**config.mk**
```make
export PLATFORM = sky130hd
export DESIGN_NAME = dcr_top
export DESIGN_NICKNAME = d
export VERILOG_FILES = /design/src/core/dcr_top.v /design/src/core/dcr_cmp.v /design/src/core/dcr_fifo.v
export VERILOG_INCLUDE_DIRS = /design/src /design/src/include
export SDC_FILE = /design/constraint.sdc
export NUM_CORES = 1
export LEC_CHECK = 0
export BUFFER_PORTS_ARGS = -buffer_cell sky130_fd_sc_hd__clkbuf_2
export CORE_MARGIN = 1
export CORE_UTILIZATION = 57
export DETAILED_ROUTE_END_ITERATION = 10
export PLACE_DENSITY = 0.85
export SYNTH_ARGS = -nofsm -noshare
export SYNTH_HDL_FRONTEND = slang
export SYNTH_SLANG_ARGS = --single-unit
```
**constraint.sdc**
```tcl
create_clock -name pclk -period 3.97 [get_ports pclk]
set_input_delay 0 -clock pclk [delete_from_list [all_inputs] [get_ports pclk]]
set_output_delay 0 -clock pclk [all_outputs]
set_load 0.05 [all_outputs]
```
**src/include/dcr_defines.vh**
```
// register indices, field positions and reset values of the debug
// compare and trace block; byte address on apb is four times the index
`ifndef DCR_DEFINES_VH
`define DCR_DEFINES_VH

// ----------------------------------------
// register indices
// ----------------------------------------
`define DCR_IDX_CCL     6'h05
`define DCR_IDX_FH      6'h06
`define DCR_IDX_FL      6'h07
`define DCR_IDX_CAX     6'h08
`define DCR_IDX_CTRL    6'h10
`define DCR_IDX_FX      6'h11

// ----------------------------------------
// fields
// ----------------------------------------
`define DCR_CAX_RWEN    7
`define DCR_CAX_RWVAL   6
`define DCR_CAX_PAGED_ACCESS_QUALIFIER  5
`define DCR_CAX_B16     0
`define DCR_CTRL_EN     0
`define DCR_CTRL_BEGIN  1
`define DCR_CTRL_EVONLY 2
`define DCR_FX_B16      0

// ----------------------------------------
// reset values and widths
// ----------------------------------------
`define DCR_RST_BYTE    8'h00
`define DCR_RST_BIT     1'b0
`define DCR_ZERO_WORD   32'h0000_0000
`define DCR_RST_ADDR    17'h00000
`define DCR_PAGE_LSB_W  14

`endif

```
**src/core/dcr_top.v**
```verilog
// debug comparator a/c registers and trace read-out, apb slave
// assumes apb master on pclk; core bus and reset request on pclk
//
// Our own choice: the APB slave port.
`timescale 1ns/10ps
`default_nettype none
`include "dcr_defines.vh"

module dcr_top #(
  parameter FIFO_AW = 3
) (
  // apb
  input  wire        pclk,
  input  wire        presetn,
  input  wire        psel,
  input  wire        penable,
  input  wire        pwrite,
  input  wire [7:0]  paddr,
  input  wire [31:0] pwdata,
  output reg  [31:0] prdata,
  output reg         pready,
  output reg         pslverr,
  // core bus
  input  wire        core_valid,
  input  wire        core_read,
  input  wire        core_paged,
  input  wire [2:0]  core_page,
  input  wire [16:0] core_addr,
  // neighbouring compare registers
  input  wire [15:0] cmp_a_value,
  input  wire [7:0]  cmp_c_high,
  // system reset request
  input  wire        core_reset_req,
  // match results
  output wire        match_a,
  output wire        match_c
);

  // ----------------------------------------
  // registers
  // ----------------------------------------
  reg  [7:0]  comparator_c_low_byte;
  reg         direction_qualifier_enable;
  reg         direction_match_value;
  reg         paged_access_qualifier;
  reg         cax_bit16;
  reg         debug_module_enable;
  reg         trigger_at_begin;
  reg         event_only;

  wire [5:0]  idx;
  wire        aligned;
  wire        acc;
  wire        wr_done;
  wire        preserve;
  wire        clear_all;
  wire [16:0] match_addr_a;
  wire [16:0] match_addr_c;
  wire [16:0] trace_word;
  wire        trace_valid;
  wire        fifo_ready;
  wire        pop;
  reg  [7:0]  next_rbyte;
  reg         next_err;
  reg  [7:0]  next_ccl;
  reg         next_rwen;
  reg         next_rwval;
  reg         next_paged_access_qualifier;
  reg         next_b16;
  reg         next_en;
  reg         next_begin;
  reg         next_evonly;

  assign idx     = paddr[7:2];
  assign aligned = (paddr[1:0] == 2'b00);
  assign acc     = psel && penable && !pready;
  assign wr_done = psel && penable && pready && pwrite && !pslverr;

  // end-trace reset keeps contents
  assign preserve  = debug_module_enable && !trigger_at_begin;
  assign clear_all = core_reset_req && !preserve;

  // ----------------------------------------
  // trace word fields at the read point
  // ----------------------------------------
  wire        trace_info;
  wire [7:0]  trace_hi;
  wire [7:0]  trace_lo;
  wire        trace_b16;

  // event-only words carry nothing above the low byte
  assign trace_info = trace_valid && !event_only;
  assign trace_hi   = trace_word[15:8];
  assign trace_lo   = trace_word[7:0];
  assign trace_b16  = trace_word[16];

  // ----------------------------------------
  // decode
  // ----------------------------------------
  function mapped;
    input [5:0] i;
    begin
      mapped = (i == `DCR_IDX_CCL) || (i == `DCR_IDX_FH) ||
               (i == `DCR_IDX_FL) || (i == `DCR_IDX_CAX) ||
               (i == `DCR_IDX_CTRL) || (i == `DCR_IDX_FX);
    end
  endfunction

  always @* begin
    next_rbyte = `DCR_RST_BYTE;
    next_err   = !aligned || !mapped(idx);
    case (idx)
      `DCR_IDX_CCL: begin
        next_rbyte = comparator_c_low_byte;
      end
      `DCR_IDX_FH: begin
        if (trace_info) begin
          next_rbyte = trace_hi;
        end
      end
      `DCR_IDX_FL: begin
        if (trace_valid) begin
          next_rbyte = trace_lo;
        end
      end
      `DCR_IDX_CAX: begin
        // bits 4..1 stay zero
        next_rbyte[`DCR_CAX_RWEN]   = direction_qualifier_enable;
        next_rbyte[`DCR_CAX_RWVAL]  = direction_match_value;
        next_rbyte[`DCR_CAX_PAGED_ACCESS_QUALIFIER] = paged_access_qualifier;
        next_rbyte[`DCR_CAX_B16]    = cax_bit16;
      end
      `DCR_IDX_CTRL: begin
        next_rbyte[`DCR_CTRL_EN]     = debug_module_enable;
        next_rbyte[`DCR_CTRL_BEGIN]  = trigger_at_begin;
        next_rbyte[`DCR_CTRL_EVONLY] = event_only;
      end
      `DCR_IDX_FX: begin
        if (trace_info) begin
          next_rbyte[`DCR_FX_B16] = trace_b16;
        end
      end
      default: begin
        next_rbyte = `DCR_RST_BYTE;
      end
    endcase
  end

  // ----------------------------------------
  // apb answer, one wait state
  // ----------------------------------------
  always @(posedge pclk or negedge presetn) begin
    if (!presetn) begin
      pready  <= `DCR_RST_BIT;
      pslverr <= `DCR_RST_BIT;
    end else begin
      pready  <= acc;
      pslverr <= acc && next_err;
    end
  end

  // read data holds until the next read
  always @(posedge pclk or negedge presetn) begin
    if (!presetn) begin
      prdata <= `DCR_ZERO_WORD;
    end else if (acc && !pwrite) begin
      prdata <= {24'h000000, next_rbyte};
    end
  end

  // low byte read pops at the sampling of read data
  assign pop = acc && !pwrite && aligned && (idx == `DCR_IDX_FL);

  // ----------------------------------------
  // write strobes
  // ----------------------------------------
  // a write lands only at the completing edge of its access
  function wr_sel;
    input [5:0] i;
    input [5:0] target;
    input       strobe;
    begin
      wr_sel = strobe && (i == target);
    end
  endfunction

  // ----------------------------------------
  // compare settings
  // ----------------------------------------
  // a write in a core reset cycle is dropped
  always @* begin
    next_ccl    = comparator_c_low_byte;
    next_rwen   = direction_qualifier_enable;
    next_rwval  = direction_match_value;
    next_paged_access_qualifier = paged_access_qualifier;
    next_b16    = cax_bit16;
    if (clear_all) begin
      next_ccl    = `DCR_RST_BYTE;
      next_rwen   = `DCR_RST_BIT;
      next_rwval  = `DCR_RST_BIT;
      next_paged_access_qualifier = `DCR_RST_BIT;
      next_b16    = `DCR_RST_BIT;
    end else if (!core_reset_req) begin
      if (wr_sel(idx, `DCR_IDX_CCL, wr_done)) begin
        next_ccl = pwdata[7:0];
      end
      if (wr_sel(idx, `DCR_IDX_CAX, wr_done)) begin
        next_rwen   = pwdata[`DCR_CAX_RWEN];
        next_rwval  = pwdata[`DCR_CAX_RWVAL];
        next_paged_access_qualifier = pwdata[`DCR_CAX_PAGED_ACCESS_QUALIFIER];
        next_b16    = pwdata[`DCR_CAX_B16];
      end
    end
  end

  always @(posedge pclk or negedge presetn) begin
    if (!presetn) begin
      comparator_c_low_byte      <= `DCR_RST_BYTE;
      direction_qualifier_enable <= `DCR_RST_BIT;
      direction_match_value      <= `DCR_RST_BIT;
      paged_access_qualifier     <= `DCR_RST_BIT;
      cax_bit16                  <= `DCR_RST_BIT;
    end else begin
      comparator_c_low_byte      <= next_ccl;
      direction_qualifier_enable <= next_rwen;
      direction_match_value      <= next_rwval;
      paged_access_qualifier     <= next_paged_access_qualifier;
      cax_bit16                  <= next_b16;
    end
  end

  // ----------------------------------------
  // trace control
  // ----------------------------------------
  always @* begin
    next_en     = debug_module_enable;
    next_begin  = trigger_at_begin;
    next_evonly = event_only;
    if (clear_all) begin
      next_en     = `DCR_RST_BIT;
      next_begin  = `DCR_RST_BIT;
      next_evonly = `DCR_RST_BIT;
    end else if (!core_reset_req) begin
      if (wr_sel(idx, `DCR_IDX_CTRL, wr_done)) begin
        next_en     = pwdata[`DCR_CTRL_EN];
        next_begin  = pwdata[`DCR_CTRL_BEGIN];
        next_evonly = pwdata[`DCR_CTRL_EVONLY];
      end
    end
  end

  always @(posedge pclk or negedge presetn) begin
    if (!presetn) begin
      debug_module_enable <= `DCR_RST_BIT;
      trigger_at_begin    <= `DCR_RST_BIT;
      event_only          <= `DCR_RST_BIT;
    end else begin
      debug_module_enable <= next_en;
      trigger_at_begin    <= next_begin;
      event_only          <= next_evonly;
    end
  end

  // ----------------------------------------
  // comparators
  // ----------------------------------------
  dcr_cmp u_cmp_a (
    .pclk                       (pclk),
    .presetn                    (presetn),
    .core_valid                 (core_valid),
    .core_read                  (core_read),
    .core_paged                 (core_paged),
    .core_page                  (core_page),
    .core_addr                  (core_addr),
    .cmp_value                  ({cax_bit16, cmp_a_value}),
    .direction_qualifier_enable (direction_qualifier_enable),
    .direction_match_value      (direction_match_value),
    .paged_access_qualifier     (paged_access_qualifier),
    .match                      (match_a),
    .match_addr                 (match_addr_a)
  );

  dcr_cmp u_cmp_c (
    .pclk                       (pclk),
    .presetn                    (presetn),
    .core_valid                 (core_valid),
    .core_read                  (core_read),
    .core_paged                 (core_paged),
    .core_page                  (core_page),
    .core_addr                  (core_addr),
    .cmp_value                  ({1'b0, cmp_c_high, comparator_c_low_byte}),
    .direction_qualifier_enable (1'b0),
    .direction_match_value      (1'b0),
    .paged_access_qualifier     (1'b0),
    .match                      (match_c),
    .match_addr                 (match_addr_c)
  );

  // ----------------------------------------
  // trace capture
  // ----------------------------------------
  wire        cap_valid;
  wire [16:0] cap_word;
  wire [16:0] addr_word;
  wire [16:0] event_word;

  assign cap_valid  = debug_module_enable && (match_a || match_c);
  // comparator a wins when both fire
  assign addr_word  = match_a ? match_addr_a : match_addr_c;
  // event-only words carry only which comparator fired
  assign event_word = {15'h0000, match_c, match_a};
  assign cap_word   = event_only ? event_word : addr_word;

  dcr_fifo #(
    .WIDTH (17),
    .AW    (FIFO_AW)
  ) u_fifo (
    .pclk     (pclk),
    .presetn  (presetn),
    .flush    (clear_all),
    .wr_valid (cap_valid),
    .wr_data  (cap_word),
    .wr_ready (fifo_ready),
    .rd_pop   (pop),
    .rd_data  (trace_word),
    .rd_valid (trace_valid)
  );

endmodule

`default_nettype wire

```
**src/core/dcr_cmp.v**
```verilog
// one address comparator with direction and paged-access qualifiers
// assumes core bus signals are synchronous to pclk
`timescale 1ns/10ps
`default_nettype none
`include "dcr_defines.vh"

module dcr_cmp (
  // clock and reset
  input  wire        pclk,
  input  wire        presetn,
  // core bus
  input  wire        core_valid,
  input  wire        core_read,
  input  wire        core_paged,
  input  wire [2:0]  core_page,
  input  wire [16:0] core_addr,
  // settings
  input  wire [16:0] cmp_value,
  input  wire        direction_qualifier_enable,
  input  wire        direction_match_value,
  input  wire        paged_access_qualifier,
  // result
  output reg         match,
  output reg  [16:0] match_addr
);

  wire [16:0] eff_addr;
  wire        hit;

  // paged access: page value on top of the low offset bits
  assign eff_addr = core_paged ?
    {core_page, core_addr[`DCR_PAGE_LSB_W-1:0]} : core_addr;

  assign hit = core_valid &&
               (core_paged == paged_access_qualifier) &&
               (eff_addr == cmp_value) &&
               (!direction_qualifier_enable ||
                (core_read == direction_match_value));

  always @(posedge pclk or negedge presetn) begin
    if (!presetn) begin
      match      <= `DCR_RST_BIT;
      match_addr <= `DCR_RST_ADDR;
    end else begin
      match      <= hit;
      match_addr <= eff_addr;
    end
  end

endmodule

`default_nettype wire

```
**src/core/dcr_fifo.v**
```verilog
// trace word store with push, pop and flush
// assumes push and pop are single-cycle strobes on pclk
`timescale 1ns/10ps
`default_nettype none

module dcr_fifo #(
  parameter WIDTH = 17,
  parameter AW    = 3
) (
  // clock and reset
  input  wire             pclk,
  input  wire             presetn,
  input  wire             flush,
  // fill side
  input  wire             wr_valid,
  input  wire [WIDTH-1:0] wr_data,
  output wire             wr_ready,
  // drain side
  input  wire             rd_pop,
  output wire [WIDTH-1:0] rd_data,
  output wire             rd_valid
);

  reg [WIDTH-1:0] mem [0:(1<<AW)-1];
  reg [AW:0]      wptr;
  reg [AW:0]      rptr;

  assign rd_valid = (wptr != rptr);
  assign wr_ready = (wptr != {~rptr[AW], rptr[AW-1:0]});
  assign rd_data  = mem[rptr[AW-1:0]];

  always @(posedge pclk) begin
    if (wr_valid && wr_ready && !flush) begin
      mem[wptr[AW-1:0]] <= wr_data;
    end
  end

  always @(posedge pclk or negedge presetn) begin
    if (!presetn) begin
      wptr <= {(AW+1){1'b0}};
      rptr <= {(AW+1){1'b0}};
    end else if (flush) begin
      wptr <= {(AW+1){1'b0}};
      rptr <= {(AW+1){1'b0}};
    end else begin
      if (wr_valid && wr_ready) begin
        wptr <= wptr + 1'b1;
      end
      // advance on read of the low byte
      if (rd_pop && rd_valid) begin
        rptr <= rptr + 1'b1;
      end
    end
  end

endmodule

`default_nettype wire

```
==> metrics.csv <==
stage;metric;value;unit
clock_network;cts_htree_levels;4;
global_route;antenna_found_initial;0;
floorplan;num_io_pins;129;
placed_design;gp_congestion;0.864;
drt;post_drt_via_cell_ratio;6.18;
floorplan;die_w;122;um
drt;wirelength;19800;um
layout;fin_nets;776;
floorplan;start_util;58.6;%
min_path;holdCritStartpoint;paddr[2];
synthesis;synth_cells;546;
min_path;min_path_type;input pin to flip-flop;
critical_path;cp_max_fo;12;
synthesis;synth-seq-cells;188;
critical_path;slowest_stage;nor3_2;
drt;post_drt_wl_per_cell;22.6;um
power_and_ir_drop;total_power;0.00404;W
clock_network;cts_buffers;17;
layout;n_fill_cell;829;
floorplan;die_y;122;um
clock_network;clk_path_buf_depth;2;
power_and_ir_drop;irDropWorstVdd;0.266;mV
global_route;grt_max_degree;53;
critical_path;r2r-start;u_fifo.wptr[2];
layout;final_common_cell;edfxtp_1;
floorplan;rows;43;
synthesis;synth_top_area_share;50.0;%
sta;whs;0.0542;ns
critical_path;cp_data_arrival_time;2.79;ns
sta;rsz0062_at_grt;no;
layout;final_cell_mix;edfxtp_1, clkbuf_2, nand2_1;
power_and_ir_drop;power_leakage;3.57;nW
clock_network;clock_sinks;188;
sta;skew;0.00810;ns
critical_path;r2r-end;u_fifo.mem[1][9];
layout;area_delta_synth_final;19.1;%
placed_design;hpwl;11600;um
synthesis;postSynthAreaPerCell;15.0;um^2
synthesis;synthAdderAreaFrac;0.307;%
job;max-cap-violations;0;
critical_path;cp_cell_sequence;xnor2_1 > a41oi_1 > nand3b_1 > nor3_2 > buf_12;
critical_path;end_kind;flip-flop;
sta;final_max_slew_viol_count;0;
synthesis;ys.flop_type;edfxtp_1;
global_route;grt_overflow_total;0;
critical_path;cp-start-kind;flip-flop;
synthesis;synthSimpleGateAreaFrac;9.87;%
clock_network;clkLatencyLatePin;0.43;ns
synthesis;synthMuxAreaShare;11.1;%
synthesis;seq_area_frac_synth;66.0;%
global_route;grt_pass1_wl;30000;um
clock_network;clk_pin_slew;0.07;ns
clock_network;postCtsSetupBuffers;0;
layout;antenna_cells;0;
synthesis;syn_area;8160;um^2
synthesis;synthArstFlopShare;27.7;%
placed_design;port_buffers;80;
synthesis;synth.distinct_cells;54;
drt;drt_first_pass_iters;7;
layout;drive_gt1_share;26.1;%
sta;worst_pin_slew;1.14;ns
global_route;first_global_vias;5426;
sta;setup_viol;0;
min_path;worstHoldPathCells;4;
drt;vias;5399;
synthesis;synth_top_family_by_area;multiplexers;
synthesis;synth-compound-area-share;4.05;%
synthesis;synth_xor_area_share;4.61;%
sta;tns;0;ns
floorplan;core-area;13900;um^2
critical_path;rr_worst_depth;5;
synthesis;yosys.area.top_type;edfxtp_1;
sta;hold_viol;0;
drt;drc_errors;0;
min_path;min_to;debug_module_enable;
clock_network;cts_tree;done;
outcome;status;completed;
floorplan;die-area;14800;um^2
global_route;groute.usage.overall;28.6;%
power_and_ir_drop;cellPowerDensity;416;nW/um^2
sta;period_needed;2.65;ns
critical_path;rrSetupSlack;1.32;ns
drt;drt-initial-drc-count;550;
synthesis;synth_edf_count;136;
synthesis;synth_area_leaders;edfxtp_1, dfrtp_1, mux4_2, xor2_1, nand2_1;
synthesis;yosysWarnings;0;
sta;finalCritPeriodShare;66.8;%
sta;fmax;377;MHz
critical_path;max_stage_delay;0.64;ns
drt;ant_nets;0;
clock_network;cts-root-buf;clkbuf_16;
critical_path;crit_type;flip-flop to flip-flop;
sta;slew-limit-headroom;23.5;%
critical_path;crit_required;4.11;ns
==> worst max-delay path, delay by kind of cell (launching register included) <==
kind | cells | cell delay [ns]
buf+inv | 1 | 0.24
compound gates | 1 | 0.53
simple gates | 2 | 0.92
flops | 1 | 0.48
xor+xnor | 1 | 0.19
==> timing repair <==
item	in CTS	in global routing
resized for setup	0	0
hold buffers	42	0
hold endpoints to repair	89	0
==> worst max-delay path by stage <==
stage | startpoint | end | slack (ns) | depth (start not counted)
finish | u_fifo.wptr[2] | u_fifo.mem[1][9] | 1.32 | 5
global route | u_fifo.wptr[2] | u_fifo.mem[1][1] | 1.15 | 5
CTS | u_fifo.wptr[2] | u_fifo.mem[1][10] | 1.34 | 5
detailed placement | u_fifo.wptr[2] | u_fifo.mem[1][13] | 1.35 | 5
global placement | u_fifo.wptr[2] | u_fifo.mem[1][12] | 1.47 | 5
floorplan | u_cmp_c.match | u_fifo.mem[0][0] | 0.64 | 4
==> final cells by class <==
type	instances	area (um^2)	area share, %
Tap cell	180	225	2.32
Sequential cell	188	5390	55.4
Clock buffer	19	433	4.45
Multi-Input combinational cell	327	2570	26.4
Timing Repair Buffer	142	983	10.1
Clock inverter	13	111	1.15
Inverter	5	18.8	0.193
==> cells by family after synthesis <==
logic type,count (synthesis)
compound gates,48
xor+xnor,43
fa+ha+maj,2
buf+inv,54
flops,188
mux,50
other cells,1
simple gates,160
==> cell usage after synthesis, drive strengths merged, types with 4 or more instances <==
| master | number |
|---|---|
| a21o | 6 |
| a21oi | 16 |
| a22oi | 9 |
| a41oi | 6 |
| buf | 35 |
| clkbuf | 14 |
| dfrtp | 52 |
| edfxtp | 136 |
| inv | 4 |
| mux2 | 7 |
| mux2i | 11 |
| mux4 | 32 |
| nand2 | 58 |
| nand3 | 17 |
| nand4 | 4 |
| nor2 | 30 |
| nor2b | 18 |
| nor3 | 5 |
| nor4 | 8 |
| xnor2 | 18 |
| xor2 | 25 |
==> per-stage QoR <==
stage               area, um^2  instances  setup WS (ns)  util [%]
finish                    9720        874           1.32      69.8
floorplan                 8250        569          0.640         -
global placement          8760        800           1.47      62.9
global route              9720        874           1.15      69.8
detailed placement        8760        800           1.35      62.9
CTS                       9720        874           1.34      69.8
==> per-layer routing <==
| layer | routed length (um) | share of wire, % | global-route usage [%] | vias up |
|---|---|---|---|---|
| li1 | - | - | - | 2258 |
| met1 | 7110 | 36 | 35.3 | 2644 |
| met2 | 10100 | 51 | 47.8 | 409 |
| met3 | 1780 | 9.0 | 6.09 | 88 |
| met4 | 783 | 4.0 | 14.6 | 0 |
| met5 | 0 | 0 | 0 | - |
==> power breakdown <==
part / leakage (nW) / internal, W / switching, W / total [W]
Sequential: 1.89 / 0.00213 / 0.0000193 / 0.00215
Combinational: 1.42 / 0.0000997 / 0.000219 / 0.000318
Clock: 0.264 / 0.000820 / 0.000751 / 0.00157
==> state kept, by name (all words and copies together) (netlist names), 4 cells and up <==
register and cells:
u_fifo.mem 136, u_cmp_c.match_addr 17, comparator_c_low_byte 8, prdata 8, u_fifo.rptr 4, u_fifo.wptr 4
Power figures use the tool's default switching activity.
